File: config.mk
export PLATFORM = sky130hd
export DESIGN_NAME = spi_byte_buffer_path
export DESIGN_NICKNAME = d
export VERILOG_FILES = /design/src/hdl/spi_byte_pkg.sv /design/src/hdl/spi_sync.sv /design/src/hdl/spi_shifter.sv /design/src/hdl/spi_byte_buffer_path.sv
export SDC_FILE = /design/constraint.sdc
export NUM_CORES = 1
export LEC_CHECK = 0
export ABC_CLOCK_PERIOD_IN_PS = 2400
export BUFFER_PORTS_ARGS = -buffer_cell sky130_fd_sc_hd__buf_4
export CELL_PAD_IN_SITES_DETAIL_PLACEMENT = 0
export CELL_PAD_IN_SITES_GLOBAL_PLACEMENT = 1
export CORE_ASPECT_RATIO = 1.2
export CORE_MARGIN = 1
export CORE_UTILIZATION = 42
export DETAILED_ROUTE_END_ITERATION = 10
export PLACE_DENSITY = 0.77
export SYNTH_ARGS = -nofsm -noshare
export SYNTH_HDL_FRONTEND = slang
export SYNTH_HIERARCHICAL = 1
export SYNTH_SLANG_ARGS = --single-unit
File: constraint.sdc
create_clock -name core_clk -period 2.4 [get_ports core_clk]
set_input_delay 0.48 -clock core_clk [delete_from_list [all_inputs] [get_ports core_clk]]
set_output_delay 0.48 -clock core_clk [all_outputs]
set_load 0.01 [all_outputs]
File: src/hdl/spi_byte_pkg.sv
// Package for the SPI byte buffer path: register map, flag layout, timing.
// Assumes a 32-bit register port and a 100 MHz core clock.
package spi_byte_pkg;
	localparam logic [7:0] TX_BYTE_OFFSET = 8'h0c;
	localparam logic [7:0] RX_BYTE_OFFSET = 8'h10;
	localparam logic [7:0] STATUS_OFFSET = 8'h08;
	localparam logic [7:0] CONTROL_OFFSET = 8'h04;
	localparam logic [7:0] IRQ_STATUS_OFFSET = 8'h20;
	localparam logic [7:0] IRQ_MASK_OFFSET = 8'h24;
	localparam int STATUS_TXE_BIT = 0;
	localparam int STATUS_RXF_BIT = 1;
	localparam int STATUS_ACTIVE_BIT = 2;
	localparam int CONTROL_AUTO_READ_BIT = 5;
	localparam int CONTROL_LSB_FIRST_BIT = 0;
	localparam int IRQ_TX_BIT = 0;
	localparam int IRQ_RX_BIT = 1;
	localparam logic [7:0] HOLD_RESET = 8'h00;
	localparam logic [3:0] DIVIDER_RESET = 4'h4;
	localparam int CORE_CLK_MHZ = 100;
	localparam int SERIAL_HALF_NS = 20;
	localparam int SERIAL_HALF_CYCLES =
		(SERIAL_HALF_NS * CORE_CLK_MHZ + 999) / 1000;
	typedef struct packed {
		logic [7:0] addr;
		logic [31:0] wdata;
		logic write;
		logic read;
	} reg_req_t;
	typedef struct packed {
		logic lsbFirst;
		logic autoRead;
	} ctrl_t;
endpackage

File: src/hdl/spi_sync.sv
// Two flip-flop synchroniser for one level from outside the core clock.
// Assumes the input may change at any time relative to core_clk.
`timescale 1ns/1ns
module spi_sync (
	input  wire logic core_clk,
	input  wire logic rstn,
	input  wire logic async,
	output logic      synced
);
	logic meta;
	logic next_meta;
	logic next_synced;
	always_comb begin
		next_meta = rstn ? async : 1'b0;
		next_synced = rstn ? meta : 1'b0;
	end
	always_ff @(posedge core_clk) begin
		meta <= next_meta;
		synced <= next_synced;
	end
endmodule

File: src/hdl/spi_shifter.sv
// Eight-bit serial shifter, mode 0, master side.
// Assumes a load pulse only while idle; reports done for one cycle.
`timescale 1ns/1ns
module spi_shifter #(
	parameter int HALF = spi_byte_pkg::SERIAL_HALF_CYCLES
) (
	input  wire logic       core_clk,
	input  wire logic       rstn,
	input  wire logic       load,
	input  wire logic [7:0] loadByte,
	input  wire logic       lsbFirst,
	input  wire logic       serialIn,
	output logic            busy,
	output logic            done,
	output logic [7:0]      rxByte,
	output logic            sclk,
	output logic            serialOut
);
	logic [7:0] txShift;
	logic [7:0] next_txShift;
	logic [7:0] next_rxByte;
	logic [3:0] bitCount;
	logic [3:0] next_bitCount;
	logic [7:0] tick;
	logic [7:0] next_tick;
	logic next_busy;
	logic next_done;
	logic next_sclk;
	logic next_serialOut;
	always_comb begin
		next_txShift = txShift;
		next_rxByte = rxByte;
		next_bitCount = bitCount;
		next_tick = tick;
		next_busy = busy;
		next_done = 1'b0;
		next_sclk = sclk;
		next_serialOut = serialOut;
		if (load && !busy) begin
			next_busy = 1'b1;
			next_tick = 8'h00;
			next_bitCount = 4'h0;
			next_serialOut = lsbFirst ? loadByte[0] : loadByte[7];
			next_txShift = lsbFirst ? {1'b0, loadByte[7:1]}
				: {loadByte[6:0], 1'b0};
		end else if (busy) begin
			if (tick == 8'(HALF - 1)) begin
				next_tick = 8'h00;
				next_sclk = !sclk;
				if (!sclk) begin
					// Sample on the rising edge of the serial clock.
					next_rxByte = lsbFirst ? {serialIn, rxByte[7:1]}
						: {rxByte[6:0], serialIn};
				end else begin
					next_bitCount = bitCount + 4'h1;
					next_serialOut = lsbFirst ? txShift[0] : txShift[7];
					next_txShift = lsbFirst ? {1'b0, txShift[7:1]}
						: {txShift[6:0], 1'b0};
					if (bitCount == 4'h7) begin
						next_busy = 1'b0;
						next_done = 1'b1;
					end
				end
			end else begin
				next_tick = tick + 8'h01;
			end
		end
		if (!rstn) begin
			next_txShift = 8'h00;
			next_rxByte = 8'h00;
			next_bitCount = 4'h0;
			next_tick = 8'h00;
			next_busy = 1'b0;
			next_sclk = 1'b0;
			next_serialOut = 1'b0;
		end
	end
	always_ff @(posedge core_clk) begin
		txShift <= next_txShift;
		rxByte <= next_rxByte;
		bitCount <= next_bitCount;
		tick <= next_tick;
		busy <= next_busy;
		done <= next_done;
		sclk <= next_sclk;
		serialOut <= next_serialOut;
	end
endmodule

File: src/hdl/spi_byte_buffer_path.sv
// Transmit and receive byte holding registers of a general SPI master.
// Assumes a one-cycle strobe register port and an external peripheral on
// the serial pins; the serial input comes from another domain.
//
// Behaviour
// - Writing transmit byte while empty flag is one starts a transfer.
// - Byte written to idle shifter moves in; empty flag sets again.
// - Byte written during shifting waits, loads when shifter frees.
// - Each byte end captures serial input and sets receive full flag.
// - Receive byte loads while full is clear or read that cycle; pending loads on clear.
// - Receive read clears full flag; auto-read also clears empty flag.
// - Empty flag resets to one, cleared by write; full resets zero.
`timescale 1ns/1ns
module spi_byte_buffer_path #(
	parameter int HALF = spi_byte_pkg::SERIAL_HALF_CYCLES
) (
	input  wire logic        core_clk,
	input  wire logic        rstn,
	input  wire logic [7:0]  addr,
	input  wire logic [31:0] wdata,
	input  wire logic        write,
	input  wire logic        read,
	output logic      [31:0] rdata,
	output logic             irq,
	input  wire logic        serialIn,
	output logic             sclk,
	output logic             serialOut
);
	spi_byte_pkg::reg_req_t req;
	spi_byte_pkg::ctrl_t ctrl;
	spi_byte_pkg::ctrl_t next_ctrl;
	logic [7:0] txHold;
	logic [7:0] next_txHold;
	logic [7:0] rxHold;
	logic [7:0] next_rxHold;
	logic [7:0] rxPendByte;
	logic [7:0] next_rxPendByte;
	logic transmit_empty_flag;
	logic next_transmit_empty_flag;
	logic receive_full_flag;
	logic next_receive_full_flag;
	logic txPending;
	logic next_txPending;
	logic rxPending;
	logic next_rxPending;
	logic [1:0] irqStatus;
	logic [1:0] next_irqStatus;
	logic [1:0] irqMask;
	logic [1:0] next_irqMask;
	logic [31:0] next_rdata;
	logic serialInSync;
	logic shiftBusy;
	logic shiftDone;
	logic [7:0] shiftRx;
	logic shiftLoad;
	logic txWrite;
	logic rxRead;
	logic wasEmpty;
	logic wasFull;

	assign req = '{addr: addr, wdata: wdata, write: write, read: read};
	assign txWrite = req.write && req.addr == spi_byte_pkg::TX_BYTE_OFFSET;
	assign rxRead = req.read && req.addr == spi_byte_pkg::RX_BYTE_OFFSET;
	// Pending byte enters the shifter in the first cycle that it is idle.
	assign shiftLoad = txPending && !shiftBusy;

	spi_sync serialSync (
		.core_clk(core_clk),
		.rstn    (rstn),
		.async   (serialIn),
		.synced  (serialInSync)
	);

	spi_shifter #(
		.HALF(HALF)
	) shifter (
		.core_clk (core_clk),
		.rstn     (rstn),
		.load     (shiftLoad),
		.loadByte (txHold),
		.lsbFirst (ctrl.lsbFirst),
		.serialIn (serialInSync),
		.busy     (shiftBusy),
		.done     (shiftDone),
		.rxByte   (shiftRx),
		.sclk     (sclk),
		.serialOut(serialOut)
	);

	logic       ctrlWrite;
	logic       maskWrite;
	logic       irqClearWrite;
	logic [1:0] irqEvent;
	logic [1:0] irqClear;

	assign ctrlWrite =
		req.write && req.addr == spi_byte_pkg::CONTROL_OFFSET;
	assign maskWrite =
		req.write && req.addr == spi_byte_pkg::IRQ_MASK_OFFSET;
	assign irqClearWrite =
		req.write && req.addr == spi_byte_pkg::IRQ_STATUS_OFFSET;

	// Control group. Changing the bit order in mid-byte corrupts that byte,
	// so software only touches it while the shifter is idle.
	always_comb begin
		next_ctrl = ctrl;
		if (ctrlWrite) begin
			next_ctrl.autoRead =
				req.wdata[spi_byte_pkg::CONTROL_AUTO_READ_BIT];
			next_ctrl.lsbFirst =
				req.wdata[spi_byte_pkg::CONTROL_LSB_FIRST_BIT];
		end
		if (!rstn) begin
			next_ctrl = '0;
		end
	end

	always_ff @(posedge core_clk) begin
		ctrl <= next_ctrl;
	end

	// Transmit group: holding byte, pending mark and empty flag.
	always_comb begin
		next_txHold = txHold;
		next_txPending = txPending;
		next_transmit_empty_flag = transmit_empty_flag;
		wasEmpty = 1'b0;
		// The auto-read clear comes first so that a load in the same cycle
		// still sets the flag: the hardware event wins over the clear.
		if (rxRead && ctrl.autoRead) begin
			next_transmit_empty_flag = 1'b0;
		end
		// A write while a byte waits overwrites the waiting byte; software avoids it.
		if (txWrite) begin
			next_txHold = req.wdata[7:0];
			next_txPending = 1'b1;
			next_transmit_empty_flag = 1'b0;
		end
		if (shiftLoad) begin
			next_txPending = txWrite;
			if (!txWrite) begin
				next_transmit_empty_flag = 1'b1;
				wasEmpty = 1'b1;
			end
		end
		if (!rstn) begin
			next_txHold = spi_byte_pkg::HOLD_RESET;
			next_txPending = 1'b0;
			next_transmit_empty_flag = 1'b1;
		end
	end

	always_ff @(posedge core_clk) begin
		txHold <= next_txHold;
		txPending <= next_txPending;
		transmit_empty_flag <= next_transmit_empty_flag;
	end

	// Receive group. A byte finished while full waits in rxPendByte; a
	// further byte finished before any read replaces the waiting one.
	always_comb begin
		next_rxHold = rxHold;
		next_rxPendByte = rxPendByte;
		next_receive_full_flag = receive_full_flag;
		next_rxPending = rxPending;
		wasFull = 1'b0;
		if (rxRead) begin
			next_receive_full_flag = 1'b0;
		end
		if (shiftDone) begin
			if (receive_full_flag && !rxRead) begin
				next_rxPendByte = shiftRx;
				next_rxPending = 1'b1;
			end else begin
				next_rxHold = shiftRx;
				next_receive_full_flag = 1'b1;
				wasFull = 1'b1;
			end
		end else if (rxPending && !receive_full_flag) begin
			next_rxHold = rxPendByte;
			next_rxPending = 1'b0;
			next_receive_full_flag = 1'b1;
			wasFull = 1'b1;
		end
		if (!rstn) begin
			next_rxHold = spi_byte_pkg::HOLD_RESET;
			next_rxPendByte = spi_byte_pkg::HOLD_RESET;
			next_receive_full_flag = 1'b0;
			next_rxPending = 1'b0;
		end
	end

	always_ff @(posedge core_clk) begin
		rxHold <= next_rxHold;
		rxPendByte <= next_rxPendByte;
		receive_full_flag <= next_receive_full_flag;
		rxPending <= next_rxPending;
	end

	// Interrupt group: sticky events, write-one-to-clear, level output.
	always_comb begin
		irqEvent = 2'b00;
		irqEvent[spi_byte_pkg::IRQ_TX_BIT] = wasEmpty;
		irqEvent[spi_byte_pkg::IRQ_RX_BIT] = wasFull;
		irqClear = 2'b00;
		if (irqClearWrite) begin
			irqClear = req.wdata[1:0];
		end
	end

	// An event in the same cycle as its clear wins, so none is lost.
	for (genvar i = 0; i < 2; i++) begin : gen_irq_bit
		assign next_irqStatus[i] =
			rstn && (irqEvent[i] || (irqStatus[i] && !irqClear[i]));
	end

	always_comb begin
		next_irqMask = irqMask;
		if (maskWrite) begin
			next_irqMask = req.wdata[1:0];
		end
		if (!rstn) begin
			next_irqMask = 2'b00;
		end
	end

	always_ff @(posedge core_clk) begin
		irqMask <= next_irqMask;
		irqStatus <= next_irqStatus;
	end

	assign irq = |(irqStatus & irqMask);

	// Read data stand for the one cycle after the strobe, zero otherwise.
	always_comb begin
		next_rdata = 32'h0000_0000;
		if (req.read) begin
			unique case (req.addr)
				spi_byte_pkg::TX_BYTE_OFFSET: next_rdata = {24'h00_0000, txHold};
				spi_byte_pkg::RX_BYTE_OFFSET: next_rdata = {24'h00_0000, rxHold};
				spi_byte_pkg::STATUS_OFFSET: begin
					next_rdata[spi_byte_pkg::STATUS_TXE_BIT] = transmit_empty_flag;
					next_rdata[spi_byte_pkg::STATUS_RXF_BIT] = receive_full_flag;
					next_rdata[spi_byte_pkg::STATUS_ACTIVE_BIT] =
						shiftBusy | txPending | receive_full_flag;
				end
				spi_byte_pkg::CONTROL_OFFSET: begin
					next_rdata[spi_byte_pkg::CONTROL_AUTO_READ_BIT] = ctrl.autoRead;
					next_rdata[spi_byte_pkg::CONTROL_LSB_FIRST_BIT] = ctrl.lsbFirst;
				end
				spi_byte_pkg::IRQ_STATUS_OFFSET: next_rdata[1:0] = irqStatus;
				spi_byte_pkg::IRQ_MASK_OFFSET: next_rdata[1:0] = irqMask;
				default: next_rdata = 32'h0000_0000;
			endcase
		end
		if (!rstn) begin
			next_rdata = 32'h0000_0000;
		end
	end

	always_ff @(posedge core_clk) begin
		rdata <= next_rdata;
	end
endmodule

After elaboration in Yosys (flattened, before gate mapping)
Index checks and enable logic that the tools add are counted.
{"block": "word_totals", "wordCells": 128, "reg_bits": 100, "in_bits": 45}
{"block": "op_classes", "add_sub_neg": 2, "bitwise": 8, "eq_ne": 10, "n_reduce_logical": 38, "muxes": 48}
{"operator": "8-bit 2-to-1 mux", "n": 11}
{"operator": "1-bit 2-to-1 mux", "n": 30}
{"operator": "8-bit by 4-bit equality test with 1-bit output (second input constant)", "n": 2}
{"operator": "8-bit by 6-bit equality test with 1-bit output (second input constant)", "n": 2}
{"operator": "1-bit logical AND", "n": 14}
{"operator": "2-bit nonzero test", "n": 5}
{"operator": "3-bit AND reduction", "n": 3}
{"operator": "8-bit by 1-bit adder with 8-bit output (second input constant)", "n": 1}
{"operator": "8-bit by 1-bit equality test with 1-bit output (second input constant)", "n": 1}
{"operator": "8-bit by 3-bit equality test with 1-bit output (second input constant)", "n": 1}
{"operator": "8-bit by 5-bit equality test with 1-bit output (second input constant)", "n": 1}
{"operator": "2-bit one-hot mux with 2 select lines", "n": 2}
{"operator": "2-bit AND reduction", "n": 4}
{"operator": "1-bit zero test", "n": 6}
{"operator": "1-bit one-hot mux with 3 select lines", "n": 2}
{"operator": "1-bit one-hot mux with 6 select lines", "n": 1}
{"operator": "1-bit inverter", "n": 5}
{"operator": "1-bit one-hot mux with 5 select lines", "n": 1}
{"operator": "4-bit by 1-bit adder with 4-bit output (second input constant)", "n": 1}
{"operator": "4-bit by 3-bit equality test with 1-bit output (second input constant)", "n": 1}
{"operator": "2-bit inequality test (second input constant)", "n": 2}
{"operator": "4-bit AND reduction", "n": 1}
{"operator": "2-bit OR reduction", "n": 2}
{"operator": "4-bit OR reduction", "n": 1}
{"operator": "4 further kinds", "n": 6}

Logic depth before layout (Yosys ltp)
Gate-level depths: netlist of run 1.
{"block": "logic_depth", "word_depth": 8, "ltp_mapped": 7, "ltp_nobuf": 5}

Cells and area by module
The synthesis of run 1 kept the hierarchy.
{"module": "spi_byte_buffer_path", "seq_area_each_um2": 840.8, "n_inst": 1, "cells_per_inst": 224, "area_each_um2": 2084.5}
{"module": "spi_shifter", "seq_area_each_um2": 640.6, "n_inst": 1, "cells_per_inst": 188, "area_each_um2": 1755.4}
{"module": "spi_sync", "seq_area_each_um2": 40.0, "n_inst": 1, "cells_per_inst": 4, "area_each_um2": 52.6}

Worst setup path before layout of run 1
OpenSTA, ideal clock, no wires.
{"block": "synth_path", "kind": "reg2reg", "start": "reg shifter.tick[0]", "end": "reg shifter.bitCount[3]", "path_buffers": 1, "slack_ns": 0.580, "period_less_slack_ns": 1.820, "path_stages_with_launch": 6, "t_required_ns": 2.330, "arrival_time_ns": 1.750, "path_cell_list": "dfxtp_1 -> ha_1 -> or4b_1 -> buf_2 -> or4_1 -> a21oi_1"}
{"block": "synth_via", "elab_chain_len": 2}
{"item": "start: declaration", "line_no": "spi_shifter.sv:24", "source": "logic [7:0] tick;"}
{"item": "start signal: assignment", "line_no": "spi_shifter.sv:82", "source": "tick <= next_tick;"}
{"item": "8-bit by 1-bit equality test with 1-bit output", "line_no": "spi_shifter.sv:47", "source": "if (tick == 8'(HALF - 1)) begin"}
{"item": "3-bit AND reduction (no source line)"}
{"item": "end signal: assignment", "line_no": "spi_shifter.sv:81", "source": "bitCount <= next_bitCount;"}
{"item": "end: declaration", "line_no": "spi_shifter.sv:22", "source": "logic [3:0] bitCount;"}
No other way between the ends.
A chain may end at the register's enable or synchronous reset.

Worst setup path after layout of run 1
{"block": "layout_path", "start": "reg shifter.tick[2]", "end": "reg shifter.bitCount[3]"}
The elaborated chain is that of the path after synthesis.

==> reports/results.tsv, run 1 <==
stage	metric	value	unit
run	Maximum Capacitance Violations	0	
clock_tree	CTS resizes	0	
placement	placed cell area	0.00414	mm²
yosys	Async SR Flop Fraction	0	
route	Initial DRT Pass Iterations	4	
clock_tree	Worst-path clk slew	0.08	ns
final_layout	Nets	492	
min_path	Worst Hold Class	in2reg	
yosys	EDFF count, synth	0	
yosys	Synth area leader	dfxtp_1	
yosys	largest cells by area after synthesis	dfxtp_1 (39%), buf_4 (5.0%), mux2i_1 (4.1%)	
sta	Hold Vio Cnt, Final	0	
route	DRC	0	
critical_path	worst-path fanout max	17	
clock_tree	H-Tree Depth	3	
floorplan	Die W	89.9	µm
floorplan	Starting Density	0.431	
grt	initial antenna violation count	0	
final_layout	fill count	907	
yosys	Syn. warnings	6	
floorplan	die area	0.00966	mm²
route	total routed wirelength	8440	µm
power	Pint	0.00199	W
critical_path	WS Path Type	reg2reg	
sta	fin crit share	0.822	
floorplan	chip height	107	µm
clock_tree	postcts setup bufs	0	
final_layout	ant diodes	0	
yosys	synthesized area per cell	9.36	µm²
clock_tree	root buffer cell	clkbuf_8	
placement	DP Wirelength	5930	µm
final_layout	commonest non-fill, non-tap cell in the layout	dfxtp_1	
final_layout	highest-count cells in the layout ignoring fill and taps	dfxtp_1 (76), buf_4 (48), nand2_1 (28)	
route	Starting DRT DRC Count	144	
grt	vias in the first global route	2890	
clock_tree	Post-CTS Hold Buffers	0	
final_layout	Area Growth Syn to Fin	12.3	%
yosys	Post-Synthesis Cells	416	
route	WL per Instance	14.8	µm
clock_tree	CTS tree	built	
route	vias per cell	5.52	
sta	final setup violation count	0	
floorplan	Core Area	0.00903	mm²
critical_path	Setup crit end kind	flop	
sta	final hold slack	0.325	ns
sta	RSZ-0062 raised after global routing	false	
critical_path	CP Launch Type	flop	
yosys	ys flop type	dfxtp_1	
route	Vias	3140	
route	post-route ant nets	0	
final_layout	layout cells sized above 1	0.214	
power	switching part of the total	0.209	
sta	TNS Setup	0	ns
placement	Port-buffer cells	31	
floorplan	row cnt	38	
sta	Peak Freq	507	MHz
critical_path	Critical Path RT	2.68	ns
run_status	run status	finished clean	
yosys	synthesized area	0.00389	mm²
yosys	Synth top area share	0.391	
yosys	sequential share of the synthesized area	0.391	
clock_tree	clk sinks	76	
clock_tree	cts bufs inserted	9	
critical_path	worst path arrival time	2.26	ns
sta	clk_skew	0.0122	ns
grt	largest net degree at the start of global routing	32	
yosys	Distinct cells, synth	64	
clock_tree	Clock Latency Late Sink	0.35	ns
placement	routability-driven placement congestion ratio	0.797	
power	VDD IR max	0.231	mV
power	Psw	0.000523	W
power	Lkg Pwr	1.58	nW
sta	minimum clock period	1.97	ns
placement	placed cells	553	
final_layout	non-filler cells, final	569	
floorplan	I/O pins	80	
power	sequential power share	0.503	
power	combinational share of power	0.041	
grt	gr usage total	0.182	
power	Pwr Total	0.00251	W
final_layout	Finished Cell Area	0.00437	mm²
yosys	Seq cells post-synth	76	
grt	first-pass GRT wire length	14200	µm
sta	max_slew headroom	0.393	
sta	Worst-Margin Slew	0.910	ns
sta	fin. max-slew vios	0	
power	Pwr Density	574	mW/mm²
grt	remaining global-route overflow	0	
clock_tree	Clock Path Buffers	2	
power	clock share of power	0.455	
cells in the mapped netlist (all sizes together), types with 3 or more instances:
cell type,number
dfxtp,76
buf,33
nand2,28
nor2,24
a21oi,20
clkbuf,20
nor3,18
nand3,17
mux2i,16
o21ai,16
inv,15
mux2,12
a31oi,10
nor4,10
o221a,8
a311oi,7
nand4,7
a22oi,6
a31o,5
mux4,5
nor4b,5
o31ai,5
a22o,4
a311o,4
and2,4
or3,4
and4,3
ha,3
nor2b,3
xor2,3
final timing paths:
path                                 from                               end  slack (ns)  cells past startpoint
min                              serialIn        serialSync/meta$_SDFF_PN0_        0.33                      2
max reg2reg  shifter/tick[2]$_SDFFE_PP0P_  shifter/bitCount[3]$_SDFFE_PP0P_        0.43                      3
max          shifter/tick[2]$_SDFFE_PP0P_  shifter/bitCount[3]$_SDFFE_PP0P_        0.43                      3
min reg2reg    serialSync/meta$_SDFF_PN0_      serialSync/synced$_SDFF_PN0_        0.43                      1
power by group through the flow:
| stage | Combinational [W] | Sequential (W) | Clock [W] |
|---|---|---|---|
| 4_1_cts | 0.000103 | 0.00126 | 0.00117 |
| 5_1_grt | 0.000113 | 0.00126 | 0.00124 |
| 3_3_place_gp | 0.000102 | 0.00129 | 0 |
| 3_5_place_dp | 0.000103 | 0.00129 | 0 |
| 6_report | 0.000103 | 0.00126 | 0.00114 |
| 2_1_floorplan | 0.0000868 | 0.00129 | 0 |
per-stage QoR:
| step | util | setup WS [ns] |
|---|---|---|
| floorplan | - | 0.580 |
| global placement | 0.458 | 0.438 |
| CTS | 0.484 | 0.422 |
| finish | 0.484 | 0.426 |
| global route | 0.484 | 0.279 |
| detailed placement | 0.458 | 0.391 |
registers in the layout, summed over array words and instances, names as in the netlist, 2 cells and up:
name and cells:
shifter/rxByte 8, rxPendByte 8, txHold 8, ctrl 2
rxHold 8, shifter/bitCount 4, irqStatus 2, shifter/txShift 8
rdata 8, shifter/tick 8, irqMask 2
worst max-delay path, stage by stage, from the launching register on:
cell,delay (ns)
dfxtp_1,0.38
or4b_1,0.82
or4_1,0.55
a21oi_1,0.15
kinds of logic (layout without fill, tap and decap cells):
| family | Yosys count | after routing | share of synthesized area |
|---|---|---|---|
| compound gates | 99 | 99 | 0.191 |
| xor+xnor | 4 | 4 | 0.00900 |
| fa+ha+maj | 3 | 3 | 0.00964 |
| buf+inv | 69 | 79 | 0.106 |
| flops | 76 | 76 | 0.391 |
| mux | 33 | 33 | 0.105 |
| other cells | 1 | 24 | 0.000963 |
| simple gates | 131 | 131 | 0.188 |
cell type report:
| type | count | area [µm²] | area share |
|---|---|---|---|
| clock buffer | 11 | 131 | 0.0301 |
| clock inverter | 5 | 100 | 0.0229 |
| multi-input combinational | 294 | 2050 | 0.469 |
| timing repair buffer | 48 | 360 | 0.0825 |
| sequential | 76 | 1520 | 0.348 |
| tap | 120 | 150 | 0.0344 |
| inverter | 15 | 56.3 | 0.0129 |
routing by layer:
| metal | GRT usage | share of wire | routed length, µm |
|---|---|---|---|
| met1 | 0.229 | 0.46 | 3870 |
| met5 | 0 | 0 | 0 |
| met4 | 0.0864 | 0.024 | 199 |
| met3 | 0.0346 | 0.030 | 257 |
| met2 | 0.302 | 0.49 | 4110 |
(Power assumes the default switching activity.)
==> inputs of run 2 (changes only) <==
ABC_CLOCK_PERIOD_IN_PS = 1900   (was 2400)
clock period = 1.9 ns   (was 2.4 ns; I/O delays follow)
==> run 2 against run 1 <==
Critical path type unchanged. Worst hold slack lost 0.087 ns. Die area is the same. Sequential share of layout area shrank 1.1 points. Via count grew 1.1%.
==> reports/results.tsv, run 2 (same netlist as run 1, synthesis figures left out) <==
stage	metric	value	unit
sta	fin. max-slew vios	0	
critical_path	Critical Path RT	2.18	ns
route	Vias	3175	
route	post-route ant nets	0	
min_path	WHS Path Cells	2	
clock_tree	Clock Latency Late Sink	0.35	ns
critical_path	WS Path Type	reg2reg	
sta	clk_skew	0.00927	ns
power	Lkg Pwr	1.65	nW
final_layout	Area Growth Syn to Fin	15.8	%
clock_tree	Clock Path Buffers	2	
floorplan	Die W	89.9	µm
sta	Worst-Margin Slew	0.665	ns
critical_path	crit-path cells	inv_1, ha_1, or4b_4, or4_1, a21oi_1	
sta	minimum clock period	1.78	ns
route	DRC	0	
critical_path	Levels on crit path	5	
min_path	Worst Hold End	serialSync/meta$_SDFF_PN0_	
critical_path	Worst path max stage delay	0.53	ns
run_status	run status	finished clean	
final_layout	ant diodes	0	
sta	Peak Freq	562	MHz
route	Initial DRT Pass Iterations	4	
floorplan	Core Area	0.00903	mm²
sta	final setup violation count	0	
final_layout	Nets	501	
critical_path	R2R Setup Slk	0.12	ns
placement	DP Wirelength	6130	µm
grt	remaining global-route overflow	0	
floorplan	I/O pins	80	
clock_tree	Post-CTS Hold Buffers	0	
floorplan	die area	0.00966	mm²
power	VDD IR max	0.317	mV
critical_path	Reg-to-Reg End	shifter/bitCount[3]$_SDFFE_PP0P_	
clock_tree	H-Tree Depth	3	
placement	Placement Setup Slack	-0.0184	ns
critical_path	reg-to-reg startpoint	shifter/tick[1]$_SDFFE_PP0P_	
sta	max_slew headroom	0.557	
route	WL per Instance	15.0	µm
grt	vias in the first global route	2923	
placement	Port-buffer cells	31	
route	vias per cell	5.50	
clock_tree	root buffer cell	clkbuf_8	
sta	setup ws final	0.119	ns
critical_path	Top Family by Delay on Critical Path	simple AND/OR/NAND/NOR gates	
critical_path	Worst R2R Path Depth	5	
power	Pwr Density	732	mW/mm²
sta	Hold Vio Cnt, Final	0	
min_path	Worst Hold Class	in2reg	
floorplan	Starting Density	0.431	
critical_path	worst-path fanout max	7	
clock_tree	clk sinks	76	
route	total routed wirelength	8640	µm
run	Maximum Capacitance Violations	0	
critical_path	CP Buf/Inv Count	1	
critical_path	Setup crit end kind	flop	
grt	first-pass GRT wire length	14400	µm
critical_path	CP Launch Type	flop	
placement	routability-driven placement congestion ratio	0.787	
sta	fin crit share	0.937	
floorplan	chip height	107	µm
sta	final hold slack	0.238	ns
critical_path	worst path arrival time	2.06	ns
critical_path	Slowest cell on crit path	or4_1	
grt	gr usage total	0.189	
min_path	Worst Hold Launch	serialIn	
sta	RSZ-0062 raised after global routing	false	
clock_tree	cts bufs inserted	9	
final_layout	Finished Cell Area	0.00451	mm²
final_layout	highest-count cells in the layout ignoring fill and taps	dfxtp_1 (76), buf_4 (55), nand2_1 (28)	
final_layout	layout cells sized above 1	0.236	
route	Starting DRT DRC Count	145	
floorplan	row cnt	38	
clock_tree	Worst-path clk slew	0.08	ns
placement	placed cell area	0.00423	mm²
grt	initial antenna violation count	0	
clock_tree	CTS tree	built	
final_layout	commonest non-fill, non-tap cell in the layout	dfxtp_1	
grt	largest net degree at the start of global routing	28	
==> run 2: final cells by class <==
type / instances / area (µm²)
clock buffers: 10 / 128
clock inverters: 5 / 125
fillers: 897 / 4530
inverters: 15 / 56.3
multi-input cells: 294 / 2070
flip-flops and latches: 76 / 1520
well taps: 120 / 150
repair buffers: 57 / 453
==> run 2: what timing repair did <==
item	in CTS	in global routing
gates resized for setup	0	4
setup endpoints to repair	0	10
buffers inserted	0	0
==> run 2: worst max-delay path by stage <==
stage	start	to
CTS	shifter/tick[1]$_SDFFE_PP0P_	shifter/bitCount[3]$_SDFFE_PP0P_
detailed placement	addr[4]	rxPendByte[0]$_SDFFE_PN0P_
global placement	addr[4]	rxPendByte[0]$_SDFFE_PN0P_
global route	shifter/tick[1]$_SDFFE_PP0P_	shifter/rxByte[0]$_SDFFE_PN0P_
floorplan	shifter/tick[0]$_SDFFE_PP0P_	shifter/bitCount[3]$_SDFFE_PP0P_
finish	shifter/tick[1]$_SDFFE_PP0P_	shifter/bitCount[3]$_SDFFE_PP0P_
==> run 2: power breakdown <==
part	internal, W	switching, W	total [W]
registers	0.00159	0.00000131	0.00160
clock network	0.000997	0.000574	0.00157
logic	0.0000466	0.0000874	0.000134
==> run 2: per-stage QoR <==
stage                util  cells  TNS, ns  power (W)
floorplan               -    439        0    0.00174
global placement    0.468    562        0    0.00176
detailed placement  0.468    562  -0.0458    0.00176
CTS                 0.496    577        0    0.00333
global route        0.499    577        0    0.00342
finish              0.499    577        0    0.00330
==> run 2: metal layers <==
layer  vias up  GRT usage  share of wire
met5         -          0              0
met3         9     0.0304          0.039
met1      1513      0.243           0.46
met4         0     0.0726          0.013
met2        77      0.318           0.49
li1       1576          -              -
==> inputs of run 3 (changes only) <==
PLACE_DENSITY = default   (was 0.77)
PLACE_DENSITY_LB_ADDON = 0.1   (was default)
==> run 3 against run 2 <==
Power decreased by 11%. Critical path depth fell by 1. Highest routed layer unchanged. Routed wire length up 5.1%. Utilization decreased by 0.78 points. Cell count up 0.17%. Fmax down 0.16%. Via count up 0.35%. Sequential power about the same. Flip-flop and latch count unchanged.
==> reports/results.tsv, run 3 (same netlist as run 1, synthesis figures left out) <==
stage	metric	value	unit
clock_tree	cts bufs inserted	9	
clock_tree	CTS tree	built	
sta	TNS Setup	0	ns
final_layout	ant diodes	0	
final_layout	commonest non-fill, non-tap cell in the layout	dfxtp_1	
sta	RSZ-0062 raised after global routing	false	
placement	placed cell area	0.00424	mm²
clock_tree	root buffer cell	clkbuf_8	
power	clock share of power	0.411	
power	Psw	0.000660	W
placement	Port-buffer cells	31	
grt	first-pass GRT wire length	15300	µm
route	vias per cell	5.51	
critical_path	Worst path max stage delay	0.60	ns
floorplan	die area	0.00966	mm²
clock_tree	H-Tree Depth	3	
final_layout	Area Growth Syn to Fin	14.0	%
power	sequential power share	0.543	
sta	clk_skew	0.00673	ns
sta	Worst-Margin Slew	0.661	ns
floorplan	Starting Density	0.431	
power	switching part of the total	0.225	
route	post-route ant nets	0	
min_path	Worst Hold Class	in2reg	
floorplan	I/O pins	80	
critical_path	worst path arrival time	2.01	ns
critical_path	Slowest cell on crit path	or4b_1	
final_layout	layout cells sized above 1	0.229	
sta	final setup violation count	0	
floorplan	Die W	89.9	µm
route	DRC	0	
critical_path	crit-path cells	or4b_1, buf_4, nor4_1, nor3_1	
route	Vias	3186	
grt	vias in the first global route	3038	
floorplan	chip height	107	µm
grt	largest net degree at the start of global routing	26	
power	combinational share of power	0.047	
sta	Peak Freq	561	MHz
sta	fin crit share	0.939	
critical_path	Critical Path RT	2.12	ns
power	VDD IR max	0.291	mV
grt	remaining global-route overflow	0	
power	Pwr Total	0.00294	W
floorplan	row cnt	38	
route	Starting DRT DRC Count	110	
sta	minimum clock period	1.78	ns
critical_path	worst-path fanout max	11	
critical_path	WS Path Type	reg2reg	
final_layout	Nets	502	
floorplan	Core Area	0.00903	mm²
sta	Hold Vio Cnt, Final	0	
critical_path	Setup crit end kind	flop	
sta	max_slew headroom	0.559	
placement	placed cells	563	
clock_tree	Clock Latency Late Sink	0.35	ns
run	Maximum Capacitance Violations	0	
route	Initial DRT Pass Iterations	4	
power	Pwr Density	662	mW/mm²
clock_tree	postcts setup bufs	0	
final_layout	non-filler cells, final	578	
clock_tree	Clock Path Buffers	2	
critical_path	CP Launch Type	flop	
final_layout	Finished Cell Area	0.00444	mm²
route	total routed wirelength	9080	µm
placement	DP Wirelength	6410	µm
final_layout	highest-count cells in the layout ignoring fill and taps	dfxtp_1 (76), buf_4 (56), nand2_1 (28)	
placement	routability-driven placement congestion ratio	0.798	
clock_tree	Worst-path clk slew	0.08	ns
sta	fin. max-slew vios	0	
clock_tree	clk sinks	76	
power	Lkg Pwr	1.62	nW
run_status	run status	finished clean	
power	Pint	0.00228	W
grt	gr usage total	0.202	
route	WL per Instance	15.7	µm
grt	initial antenna violation count	0	
[run 3: worst paths after layout]
| path | to | slack (ns) | from | depth (start not counted) |
|---|---|---|---|---|
| worst max-delay path | shifter/rxByte[2]$_SDFFE_PN0P_ | 0.12 | shifter/busy$_SDFF_PN0_ | 4 |
| worst min-delay path | serialSync/meta$_SDFF_PN0_ | 0.24 | serialIn | 2 |
| worst max register to register | shifter/rxByte[2]$_SDFFE_PN0P_ | 0.12 | shifter/busy$_SDFF_PN0_ | 4 |
| worst min register to register | serialSync/synced$_SDFF_PN0_ | 0.43 | serialSync/meta$_SDFF_PN0_ | 1 |
[run 3: per-layer routing]
metal | up-vias | part of all wire | GRT usage
met1 | 1513 | 0.45 | 0.247
met4 | 0 | 0.010 | 0.0622
met5 | - | 0 | 0
li1 | 1584 | - | -
met3 | 9 | 0.043 | 0.0494
met2 | 80 | 0.50 | 0.350
[run 3: layout make-up]
class / instances / area [µm²]
timing repair buffer: 58 / 460
clock buffer: 13 / 149
tap: 120 / 150
fill: 910 / 4600
multi-input combinational: 294 / 2070
sequential: 76 / 1520
inverter: 15 / 56.3
clock inverter: 2 / 35.0
[run 3: critical path, delay by kind of cell, from the launching register on]
family / cells / cell delay [ns]
and+or+nand+nor: 3 / 0.96
DFF: 1 / 0.45
buffers and inverters: 1 / 0.24
[run 3: power by group through the flow]
stage	clock network (W)	logic, W	registers (W)
floorplan	0	0.000110	0.00163
global placement	0	0.000135	0.00163
detailed placement	0	0.000136	0.00163
CTS	0.00125	0.000136	0.00159
global route	0.00132	0.000150	0.00159
finish	0.00121	0.000137	0.00159
[run 3: metrics by stage]
step / setup slack, ns / hold WS, ns / util
after detailed placement: -0.0750 / 0.425 / 0.469
final: 0.117 / 0.241 / 0.491
after floorplan: 0.0800 / 0.406 / -
after global placement: -0.00408 / 0.418 / 0.469
after global routing: 0.00485 / 0.231 / 0.491
after CTS: 0.0550 / 0.221 / 0.490
[run 3: repair_timing]
item | CTS | global route
hold buffers | 0 | 0
setup endpoints to repair | 0 | 15
gates resized for setup | 0 | 2
endpoints found under the hold margin | 0 | 0
